===== src/verilog/pcuerr_pkg.sv =====
// package for the internal error logging block: offsets, codes, field layout, reset values
// assumes a classic wishbone slave with 32-bit data and byte addresses
package pcuerr_pkg;

  // ----------------------------------------
  // register byte offsets
  // ----------------------------------------
  localparam logic [7:0] STATUS_LO_OFF = 8'h00;
  localparam logic [7:0] STATUS_HI_OFF = 8'h04;
  localparam logic [7:0] CONTROL_OFF   = 8'h08;
  localparam logic [7:0] IRQ_STAT_OFF  = 8'h0C;
  localparam logic [7:0] IRQ_MASK_OFF  = 8'h10;
  localparam logic [7:0] IDENT_OFF     = 8'h14;

  // ----------------------------------------
  // field layout of the status word
  // ----------------------------------------
  localparam int CLASS_LSB = 0;
  localparam int CLASS_MSB = 15;
  localparam int UCF_LSB   = 16;
  localparam int UCF_MSB   = 19;
  localparam int FSMF_LSB  = 20;
  localparam int FSMF_MSB  = 23;
  localparam int VALID_BIT = 63;
  localparam int OVER_BIT  = 62;

  // ----------------------------------------
  // class codes
  // ----------------------------------------
  localparam logic [15:0] CLASS_PCU      = 16'h0402;
  localparam logic [15:0] CLASS_FIRMWARE = 16'h0406;

  // ----------------------------------------
  // microcontroller fault codes
  // ----------------------------------------
  localparam logic [3:0] UC_NONE       = 4'h0;
  localparam logic [3:0] UC_INSTR_ADDR = 4'h1;
  localparam logic [3:0] UC_INSTR_DBE  = 4'h2;
  localparam logic [3:0] UC_BAD_OPCODE = 4'h3;
  localparam logic [3:0] UC_STACK_UNF  = 4'h4;
  localparam logic [3:0] UC_STACK_OVF  = 4'h5;
  localparam logic [3:0] UC_DATA_ADDR  = 4'h6;
  localparam logic [3:0] UC_DATA_DBE   = 4'h7;

  // ----------------------------------------
  // state-machine fault codes
  // ----------------------------------------
  localparam logic [3:0] FSM_NONE      = 4'h0;
  localparam logic [3:0] FSM_TIMEOUT   = 4'h4;
  localparam logic [3:0] FSM_SMB_INT   = 4'h5;
  localparam logic [3:0] FSM_BAD_TRANS = 4'h9;

  // ----------------------------------------
  // reset values and widths
  // ----------------------------------------
  localparam logic [63:0] STATUS_RESET  = 64'h0000_0000_0000_0000;
  localparam logic [2:0]  IRQ_RESET     = 3'h0;
  localparam logic [31:0] IDENT_DEFAULT = 32'h0000_A5A5;  // arbitrary value
  localparam int          UC_EVENTS     = 7;
  localparam int          FSM_EVENTS    = 3;

  // one-hot event inputs, bit i = code list position i + 1 (position 0 is the none code)
  typedef struct packed {
    logic                  firmware;
    logic [UC_EVENTS-1:0]  ucFault;
    logic [FSM_EVENTS-1:0] fsmFault;
  } pcuerr_event_t;

  typedef struct packed {
    logic        cyc;
    logic        stb;
    logic        we;
    logic [3:0]  sel;
    logic [7:0]  adr;
    logic [31:0] dat;
  } pcuerr_wb_req_t;

endpackage


===== src/verilog/pcuerr_log.sv =====
// internal error logging bank four: status word, wishbone slave, event interrupt
// assumes fault events are single-cycle pulses on clk; same clock domain
//
// The implementer's own choices: the placing of the registers and the Wishbone slave port.
`timescale 1ns/10ps
`default_nettype none
module pcuerr_log
  import pcuerr_pkg::*;
#(
  parameter logic [31:0] IDENT_VALUE = IDENT_DEFAULT
)
(
  input  wire logic                  clk,
  input  wire logic                  reset_n,
  input  wire logic                  clkEn,
  input  wire pcuerr_pkg::pcuerr_event_t faultEvents,
  input  wire logic                  wb_cyc_i,
  input  wire logic                  wb_stb_i,
  input  wire logic                  wb_we_i,
  input  wire logic [3:0]            wb_sel_i,
  input  wire logic [7:0]            wb_adr_i,
  input  wire logic [31:0]           wb_dat_i,
  output logic      [31:0]           wb_dat_o,
  output logic                       wb_ack_o,
  output logic                       wb_err_o,
  output logic                       irq
);
  import pcuerr_pkg::*;

  logic [63:0] status_reg;
  logic        logEnable_reg;
  logic [2:0]  irqStat_reg;
  logic [2:0]  irqMask_reg;
  logic [31:0] wbDat_reg;
  logic        wbAck_reg;
  logic        wbErr_reg;
  logic        irq_reg;
  logic [2:0]  irqStat_next;
  logic [63:0] status_next;
  logic [3:0]  ucCode;
  logic [3:0]  fsmCode;
  logic        anyEvent;
  logic        logEvent;
  logic        busReq;
  logic        wrAcc;
  logic        rdAcc;
  logic        mapped;
  logic        clearStatus;
  logic        readIrqStat;
  logic [31:0] rdData;

  function automatic logic hit(input logic [7:0] adr, input logic [7:0] off);
    hit = (adr == off);
  endfunction

  pcuerr_encode u_encode (
    .events   (faultEvents),
    .ucCode   (ucCode),
    .fsmCode  (fsmCode),
    .anyEvent (anyEvent)
  );

  // ----------------------------------------
  // bus decode
  // ----------------------------------------
  // new request only while ack is low, so each access answers once
  assign busReq = wb_cyc_i & wb_stb_i & ~wbAck_reg & ~wbErr_reg;
  assign wrAcc  = busReq & wb_we_i;
  assign rdAcc  = busReq & ~wb_we_i;
  assign mapped = hit(wb_adr_i, STATUS_LO_OFF) | hit(wb_adr_i, STATUS_HI_OFF) |
                  hit(wb_adr_i, CONTROL_OFF) | hit(wb_adr_i, IRQ_STAT_OFF) |
                  hit(wb_adr_i, IRQ_MASK_OFF) | hit(wb_adr_i, IDENT_OFF);
  assign clearStatus = wrAcc & hit(wb_adr_i, CONTROL_OFF) & wb_sel_i[1] & wb_dat_i[8];
  assign readIrqStat = rdAcc & hit(wb_adr_i, IRQ_STAT_OFF);
  assign logEvent    = anyEvent & logEnable_reg;

  // ----------------------------------------
  // status word capture
  // ----------------------------------------
  always_comb
  begin
    status_next = status_reg;
    if (clearStatus)
      status_next = STATUS_RESET;
    if (logEvent)
    begin
      if (status_next[VALID_BIT])
        status_next[OVER_BIT] = 1'b1;
      status_next[VALID_BIT] = 1'b1;
      // firmware wins the class when both arrive together
      status_next[CLASS_MSB:CLASS_LSB] = faultEvents.firmware ? CLASS_FIRMWARE
                                                              : CLASS_PCU;
      status_next[UCF_MSB:UCF_LSB]     = ucCode;
      status_next[FSMF_MSB:FSMF_LSB]   = fsmCode;
    end
  end

  always_ff @(posedge clk or negedge reset_n)
  begin
    if (!reset_n)
      status_reg <= STATUS_RESET;
    else if (clkEn)
      status_reg <= status_next;
  end

  // ----------------------------------------
  // control register
  // ----------------------------------------
  always_ff @(posedge clk or negedge reset_n)
  begin
    if (!reset_n)
      logEnable_reg <= 1'b1;
    else if (clkEn && wrAcc && hit(wb_adr_i, CONTROL_OFF) && wb_sel_i[0])
      logEnable_reg <= wb_dat_i[0];
  end

  // ----------------------------------------
  // interrupt status and mask
  // ----------------------------------------
  // bit0 hardware microcontroller, bit1 state machine, bit2 firmware
  always_comb
  begin
    irqStat_next = irqStat_reg;
    if (readIrqStat)
      irqStat_next = IRQ_RESET;
    // set beats clear-on-read in the same cycle
    if (logEnable_reg)
      irqStat_next = irqStat_next |
                     {faultEvents.firmware, |faultEvents.fsmFault, |faultEvents.ucFault};
  end

  always_ff @(posedge clk or negedge reset_n)
  begin
    if (!reset_n)
      irqStat_reg <= IRQ_RESET;
    else if (clkEn)
      irqStat_reg <= irqStat_next;
  end

  always_ff @(posedge clk or negedge reset_n)
  begin
    if (!reset_n)
      irqMask_reg <= IRQ_RESET;
    else if (clkEn && wrAcc && hit(wb_adr_i, IRQ_MASK_OFF) && wb_sel_i[0])
      irqMask_reg <= wb_dat_i[2:0];
  end

  // registered from the next status value, so it rises with the status bit
  always_ff @(posedge clk or negedge reset_n)
  begin
    if (!reset_n)
      irq_reg <= 1'b0;
    else if (clkEn)
      irq_reg <= |(irqStat_next & irqMask_reg);
  end

  // ----------------------------------------
  // read mux
  // ----------------------------------------
  always_comb
  begin
    rdData = 32'h0000_0000;
    case (wb_adr_i)
      STATUS_LO_OFF: rdData = status_reg[31:0];
      STATUS_HI_OFF: rdData = status_reg[63:32];
      CONTROL_OFF:   rdData = {31'h0000_0000, logEnable_reg};
      IRQ_STAT_OFF:  rdData = {29'h0000_0000, irqStat_reg};
      IRQ_MASK_OFF:  rdData = {29'h0000_0000, irqMask_reg};
      IDENT_OFF:     rdData = IDENT_VALUE;
      default:       rdData = 32'h0000_0000;
    endcase
  end

  // ----------------------------------------
  // bus answer
  // ----------------------------------------
  // one wait state: ack the cycle after the strobe, drop it the next
  always_ff @(posedge clk or negedge reset_n)
  begin
    if (!reset_n)
    begin
      wbAck_reg <= 1'b0;
      wbErr_reg <= 1'b0;
      wbDat_reg <= 32'h0000_0000;
    end
    else if (clkEn)
    begin
      wbAck_reg <= busReq & mapped;
      wbErr_reg <= busReq & ~mapped;
      if (rdAcc)
        wbDat_reg <= mapped ? rdData : 32'h0000_0000;
    end
  end

  assign wb_dat_o = wbDat_reg;
  assign wb_ack_o = wbAck_reg;
  assign wb_err_o = wbErr_reg;
  assign irq      = irq_reg;
endmodule
`default_nettype wire


===== src/verilog/pcuerr_encode.sv =====
// priority encoder from one-hot fault events to the logged field codes
// assumes one-hot or simultaneous events; lowest index wins
`timescale 1ns/10ps
`default_nettype none
module pcuerr_encode
  import pcuerr_pkg::*;
(
  input  wire pcuerr_pkg::pcuerr_event_t events,
  output logic [3:0]                     ucCode,
  output logic [3:0]                     fsmCode,
  output logic                           anyEvent
);
  import pcuerr_pkg::*;

  // ----------------------------------------
  // microcontroller field
  // ----------------------------------------
  always_comb
  begin
    ucCode = UC_NONE;
    if (events.ucFault[0])
      ucCode = UC_INSTR_ADDR;
    else if (events.ucFault[1])
      ucCode = UC_INSTR_DBE;
    else if (events.ucFault[2])
      ucCode = UC_BAD_OPCODE;
    else if (events.ucFault[3])
      ucCode = UC_STACK_UNF;
    else if (events.ucFault[4])
      ucCode = UC_STACK_OVF;
    else if (events.ucFault[5])
      ucCode = UC_DATA_ADDR;
    else if (events.ucFault[6])
      ucCode = UC_DATA_DBE;
  end

  // ----------------------------------------
  // state-machine field
  // ----------------------------------------
  always_comb
  begin
    fsmCode = FSM_NONE;
    if (events.fsmFault[0])
      fsmCode = FSM_TIMEOUT;
    else if (events.fsmFault[1])
      fsmCode = FSM_SMB_INT;
    else if (events.fsmFault[2])
      fsmCode = FSM_BAD_TRANS;
  end

  assign anyEvent = events.firmware | (|events.ucFault) | (|events.fsmFault);
endmodule
`default_nettype wire


===== config.mk =====
export PLATFORM = sky130hd
export DESIGN_NAME = pcuerr_log
export DESIGN_NICKNAME = d
export VERILOG_FILES = /design/src/verilog/pcuerr_pkg.sv /design/src/verilog/pcuerr_log.sv /design/src/verilog/pcuerr_encode.sv
export SDC_FILE = /design/constraint.sdc
export NUM_CORES = 1
export LEC_CHECK = 0
export ABC_CLOCK_PERIOD_IN_PS = 4300
export BUFFER_PORTS_ARGS = -buffer_cell sky130_fd_sc_hd__clkbuf_2
export CAP_MARGIN = 20
export CORE_AREA = 2 2 66 68
export CTS_BUF_LIST = sky130_fd_sc_hd__clkbuf_4 sky130_fd_sc_hd__clkbuf_8
export DETAILED_ROUTE_END_ITERATION = 6
export DIE_AREA = 0 0 68 70
export MAX_ROUTING_LAYER = met4
export PLACE_DENSITY = 0.84
export SETUP_SLACK_MARGIN = 0.1
export SLEW_MARGIN = 10
export SYNTH_ARGS = -nofsm -noshare
export SYNTH_HDL_FRONTEND = slang
export SYNTH_HIERARCHICAL = 1
export SYNTH_SLANG_ARGS = --single-unit
export TNS_END_PERCENT = 20

===== constraint.sdc =====
create_clock -name clk -period 4.3 [get_ports clk]
set_clock_uncertainty 0.1 [all_clocks]
set_input_delay 1.075 -clock clk [delete_from_list [all_inputs] [get_ports clk]]
set_output_delay 1.075 -clock clk [all_outputs]
set_load 0.02 [all_outputs]

==> impl_metrics.json, run 1 <==
{
  "maximum_number_of_pins_on_one_net_before_global_route_repair": 39,
  "grt_pass1_wl_microns": 6900,
  "remaining_design_rule_violation_count": 0,
  "antenna_found_initial": 0,
  "fp.coreArea_sq_mm": 0.00414,
  "netlist-cell-type-count": 43,
  "std_cell_rows": 24,
  "groute.layer.met1.usage_pct": 24.7,
  "setup-violations-final": 0,
  "vias": 1625,
  "cts-htree-levels": 2,
  "slew_headroom_pct": 39.0,
  "maxSlewViolCount": 0,
  "numPlacedInstances": 299,
  "ctsRootBufferMaster": "clkbuf_8",
  "die-width_microns": 68,
  "syn_to_final_growth_pct": 15.6,
  "tritoncts": "built",
  "cap_viol_max_count": 0,
  "grt_busiest_layer": "met2",
  "post_cts_setup_repair_buffer_count": 0,
  "timing.final.crit_period_ps": 2280,
  "total_leakage_power_nw": 1.19,
  "synth.top_cell.area_share_pct": 45.6,
  "cts_num_sinks": 38,
  "synth_largest_area_cell": "dfrtp_1",
  "post_cts_resized": 0,
  "critical_path.endpoint_type": "flip-flop",
  "starting_density_of_the_core_pct": 49.0,
  "wl_per_cell_microns": 13.3,
  "first_pass_iters": 5,
  "post_synth_inst_count": 206,
  "fp.dieH_microns": 70,
  "r2r_cells": 5,
  "groute.layer.met3.usage_pct": 4.99,
  "ys_seq_elements": 38,
  "number_of_flip_flops_in_the_largest_register": 16,
  "worstPathRequired_ps": 4380,
  "design.die.area_sq_mm": 0.00476,
  "syn_avg_cell_area_sq_um": 9.86,
  "drt_first_iter_violations": 116,
  "synth_edf_count": 0,
  "grt_setup_unrepaired": "no",
  "port-buffer-count": 59,
  "num-fill-cells": 378,
  "drive_gt1_share_pct": 33.7,
  "grt_overflow": 0,
  "detailed_place_hpwl_microns": 2990,
  "postRouteAntennaNets": 0,
  "period_share_pct": 53.0,
  "synthesis.area_sq_mm": 0.00203,
  "finalHoldViolCount": 0,
  "post_place_worst_slack_ps": 1710,
  "finalWorstSetupSlack_ps": 2020,
  "ys_dominant_reg_cell": "dfrtp_1",
  "first_global_vias": 1523,
  "ys.warnings.count": 6,
  "worst_hold_path_type": "reg -> reg",
  "avgViaCountPerCell": 5.29,
  "worstSkewPairLatency_ps": 300,
  "layout_commonest_cell": "clkbuf_2",
  "grt_util_met2_pct": 30.6,
  "timing.hold.worst_path_depth": 1,
  "detail_route.wirelength_microns": 4080,
  "fmax_mhz": 439,
  "finish.cell_count_without_fillers": 307,
  "least_margin_pin_slew_ps": 914,
  "clock_pin_slew_on_the_worst_setup_and_hold_paths_ps": 80,
  "startpoint_type": "primary input",
  "cts_hold_repair.buffers": 0,
  "worstPathMaxFanout": 11,
  "worstSetupPathType": "in -> reg",
  "fin_tns_setup_ps": 0,
  "cts_made_buffers": 5,
  "most-common-layout-cells": "59 x clkbuf_2, 37 x dfrtp_1, 26 x nand2_1",
  "synth.yosys.seq_area_share_pct": 46.9,
  "ios": 96,
  "totalPowerFinal_mw": 0.687,
  "outcome": "complete, no violations",
  "clockBufferDepth": 2,
  "grt_use_total_pct": 19.7,
  "power_per_cell_area_mw_per_mm2": 292,
  "synth.area.top_cells": "dfrtp_1 46%, buf_4 7.0%, a22o_1 5.6%",
  "fin_nets": 315,
  "n_antenna_cell": 0,
  "cp.arrival_ps": 2360,
  "globalplace.congestion": 0.820,
  "synth_async_sr_flop_share_pct": 100,
  "irDropWorstVdd_mv": 0.176
}
-- critical path: stages --
cell,delay [ps]
clkbuf_2,200
nand4_1,300
nor4_4,410
mux2_2,370
-- cell type report --
| type | instances | area (sq um) | share of cell area, % |
|---|---|---|---|
| multi-input combinational | 136 | 881 | 37.5 |
| sequential | 38 | 952 | 40.5 |
| inverter | 12 | 45.0 | 1.92 |
| timing repair buffer | 61 | 310 | 13.2 |
| tap | 52 | 65.1 | 2.77 |
| clock buffer | 6 | 82.6 | 3.52 |
| clock inverter | 2 | 12.5 | 0.533 |
-- synth_stat cells, types with 3 or more instances --
cell	instances
nor3_1	5
o21ai_0	8
nand2_1	26
a22o_1	13
a21oi_1	5
nand2b_1	3
nor2_1	12
nor4_4	3
o22ai_1	3
nand4_1	3
dfrtp_1	37
o21ai_1	9
buf_4	19
a32o_1	3
inv_1	12
buf_2	5
nand3_1	4
mux2_2	4
-- where the power goes --
| part | leakage (nW) | switching [mW] | total, mW | internal (mW) |
|---|---|---|---|---|
| Sequential | 0.515 | 0.00345 | 0.365 | 0.362 |
| Clock | 0.0472 | 0.128 | 0.256 | 0.129 |
| Combinational | 0.623 | 0.0428 | 0.0651 | 0.0222 |
-- per-layer routing --
layer / wire, microns / share of wire [%]
met2: 2080 / 51
met3: 177 / 4.3
met1: 1780 / 44
met5: 0 / 0
met4: 44 / 1.1
-- cells by family after synthesis --
logic type,after synthesis,synth area share (%)
and+or+nand+nor,73,22.2
AOI/OAI and AO/OA,50,17.0
DFF,38,46.9
buffers and inverters,38,10.8
muxes,5,2.71
other,2,0.370
-- worst paths after layout --
check / from / endpoint / slack, ps
max: clkEn / irqMask_reg[2] / 2020
min: status_reg[17] / wb_dat_o[17] / 400
max reg2reg: wb_ack_o / wb_dat_o[20] / 2510
min reg2reg: status_reg[17] / wb_dat_o[17] / 400
max in group asynchronous: reset_n / irqMask_reg[2] / 2720
min in group asynchronous: reset_n / status_reg[18] / 800
-- metrics by stage --
| stage | hold slack (ps) | util [%] | area (sq um) |
|---|---|---|---|
| floorplan | 362 | - | 2050 |
| global placement | 376 | 54.4 | 2250 |
| detailed placement | 387 | 54.4 | 2250 |
| CTS | 403 | 56.7 | 2350 |
| global route | 420 | 56.7 | 2350 |
| finish | 398 | 56.7 | 2350 |
Power figures use the tool's default switching activity.
==> run 2: changes to the inputs <==
--- a/config.mk
+++ b/config.mk
@@ -5,15 +5,15 @@
 export SDC_FILE = /design/constraint.sdc
 export NUM_CORES = 1
 export LEC_CHECK = 0
-export ABC_CLOCK_PERIOD_IN_PS = 4300
+export ABC_CLOCK_PERIOD_IN_PS = 2100
 export BUFFER_PORTS_ARGS = -buffer_cell sky130_fd_sc_hd__clkbuf_2
 export CAP_MARGIN = 20
-export CORE_AREA = 2 2 66 68
+export CORE_AREA = 2 2 69 71
 export CTS_BUF_LIST = sky130_fd_sc_hd__clkbuf_4 sky130_fd_sc_hd__clkbuf_8
 export DETAILED_ROUTE_END_ITERATION = 6
-export DIE_AREA = 0 0 68 70
+export DIE_AREA = 0 0 71 73
 export MAX_ROUTING_LAYER = met4
-export PLACE_DENSITY = 0.84
+export PLACE_DENSITY = 0.77
 export SETUP_SLACK_MARGIN = 0.1
 export SLEW_MARGIN = 10
 export SYNTH_ARGS = -nofsm -noshare
==> constraint.sdc (replaced) <==
create_clock -name clk -period 2.1 [get_ports clk]
set_clock_uncertainty 0.1 [all_clocks]
set_input_delay 0.525 -clock clk [delete_from_list [all_inputs] [get_ports clk]]
set_output_delay 0.525 -clock clk [all_outputs]
set_load 0.02 [all_outputs]
==> impl_metrics.json, run 2 (same netlist as run 1, synthesis figures left out) <==
{
  "outcome": "complete, no violations",
  "setup-violations-final": 0,
  "critPathMaxStageDelay_ps": 410,
  "numPlacedInstances": 308,
  "finalWorstSetupSlack_ps": 324,
  "drive_gt1_share_pct": 35.5,
  "globalplace.congestion": 0.791,
  "critical-path-slowest-cell": "dfrtp_1",
  "vias": 1620,
  "layout_commonest_cell": "clkbuf_2",
  "worstPathMaxFanout": 5,
  "cts-htree-levels": 2,
  "std_cell_rows": 25,
  "clockBufferDepth": 2,
  "startpoint_type": "flip-flop",
  "post_cts_setup_repair_buffer_count": 0,
  "first_pass_iters": 6,
  "finalHoldViolCount": 0,
  "power_per_cell_area_mw_per_mm2": 613,
  "first_global_vias": 1536,
  "worstPathRequired_ps": 2170,
  "critical_path.endpoint_type": "flip-flop",
  "grt_setup_unrepaired": "no",
  "ctsRootBufferMaster": "clkbuf_8",
  "detail_route.wirelength_microns": 3930,
  "detailed_place_hpwl_microns": 3020,
  "irDropWorstVdd_mv": 0.358,
  "cts_made_buffers": 5,
  "cp.arrival_ps": 1850,
  "cts_hold_repair.buffers": 0,
  "finish.cell_count_without_fillers": 316,
  "syn_to_final_growth_pct": 19.0,
  "fin_nets": 322,
  "post_place_worst_slack_ps": 175,
  "fin_tns_setup_ps": 0,
  "r2r_cells": 4,
  "maxSlewViolCount": 0,
  "worst-r2r-setup-slack_ps": 320,
  "most-common-layout-cells": "59 x clkbuf_2, 37 x dfrtp_1, 26 x nand2_1",
  "design.die.area_sq_mm": 0.00518,
  "worstSetupPathType": "reg -> reg",
  "starting_density_of_the_core_pct": 44.8,
  "avgViaCountPerCell": 5.13,
  "n_antenna_cell": 0,
  "grt_overflow": 0,
  "period_share_pct": 84.6,
  "wl_per_cell_microns": 12.4,
  "grt_use_total_pct": 17.0,
  "ios": 96,
  "grt_pass1_wl_microns": 6800,
  "worst_hold_path_type": "in -> async",
  "fmax_mhz": 563,
  "rr_startpoint": "wb_ack_o",
  "fp.coreArea_sq_mm": 0.00454,
  "tritoncts": "built",
  "cts_num_sinks": 38,
  "critical_path.cell_chain": "nor2_1 > nand4_1 > nor4_4 > mux2_2",
  "cap_viol_max_count": 0,
  "port-buffer-count": 59,
  "antenna_found_initial": 0,
  "clock_pin_slew_on_the_worst_setup_and_hold_paths_ps": 70,
  "worstSkewPairLatency_ps": 290,
  "maximum_number_of_pins_on_one_net_before_global_route_repair": 39,
  "die-width_microns": 71,
  "remaining_design_rule_violation_count": 0,
  "drt_first_iter_violations": 123,
  "number_of_flip_flops_in_the_largest_register": 16,
  "timing.rr.end": "irqMask_reg[2]",
  "timing.final.crit_period_ps": 1780,
  "total_leakage_power_nw": 1.23,
  "fp.dieH_microns": 73,
  "post_cts_resized": 0,
  "postRouteAntennaNets": 0
}
run 2: cell types whose count changed in the layout (fill, tap and decap cells not counted), sizes merged:
| cell | previous run | this run |
|---|---|---|
| buf | 2 | 9 |
| clkbuf | 65 | 64 |
| clkinv | 1 | 2 |
| clkinvlp | 1 | 0 |
| bufinv | 0 | 1 |
run 2: worst max-delay path by stage:
stage,from,end,slack (ps),depth (start not counted)
after floorplan,wb_ack_o,irqMask_reg[0],330,4
after global placement,wb_adr_i[5],irqStat_reg[2],200,5
after detailed placement,faultEvents[8],status_reg[20],180,6
after CTS,wb_ack_o,irqMask_reg[2],300,4
after global routing,wb_ack_o,irqMask_reg[2],230,4
final,wb_ack_o,irqMask_reg[2],320,4
run 2: final cells by class:
type	count	area, sq um
Tap cell	54	67.6
Fill cell	431	2120
Clock buffer	5	68.8
Timing Repair Buffer	68	363
Sequential cell	38	952
Clock inverter	3	40.0
Multi-Input combinational cell	136	881
Inverter	12	45.0
run 2: layer usage:
| layer | vias up | track usage (%) | wire (microns) |
|---|---|---|---|
| met4 | 0 | 4.40 | 26 |
| met1 | 762 | 20.7 | 1740 |
| met2 | 41 | 27.9 | 1990 |
| met3 | 2 | 4.83 | 174 |
| li1 | 815 | - | - |
| met5 | - | - | 0 |
run 2: power by group:
| group | internal, mW | switching, mW | total [mW] | leakage [nW] |
|---|---|---|---|---|
| Sequential | 0.741 | 0.00649 | 0.747 | 0.515 |
| Combinational | 0.0523 | 0.0884 | 0.141 | 0.658 |
| Clock | 0.349 | 0.244 | 0.593 | 0.0579 |
| Total | 1.14 | 0.339 | 1.48 | 1.23 |
run 2: stage by stage:
| stage | power [mW] | area, sq um | hold slack [ps] | utilization [%] |
|---|---|---|---|---|
| 2_1_floorplan | 0.838 | 2050 | 129 | - |
| 3_3_place_gp | 0.900 | 2310 | 375 | 50.9 |
| 3_5_place_dp | 0.903 | 2310 | 380 | 50.9 |
| 4_1_cts | 1.50 | 2420 | 187 | 53.3 |
| 5_1_grt | 1.54 | 2420 | 217 | 53.3 |
| 6_report | 1.48 | 2420 | 169 | 53.3 |
run 2: critical path, delay by kind of cell (launching register included):
family / cells / cell delay, ps
AND/OR/NAND/NOR: 3 / 780
flip-flops: 1 / 410
multiplexers: 1 / 370
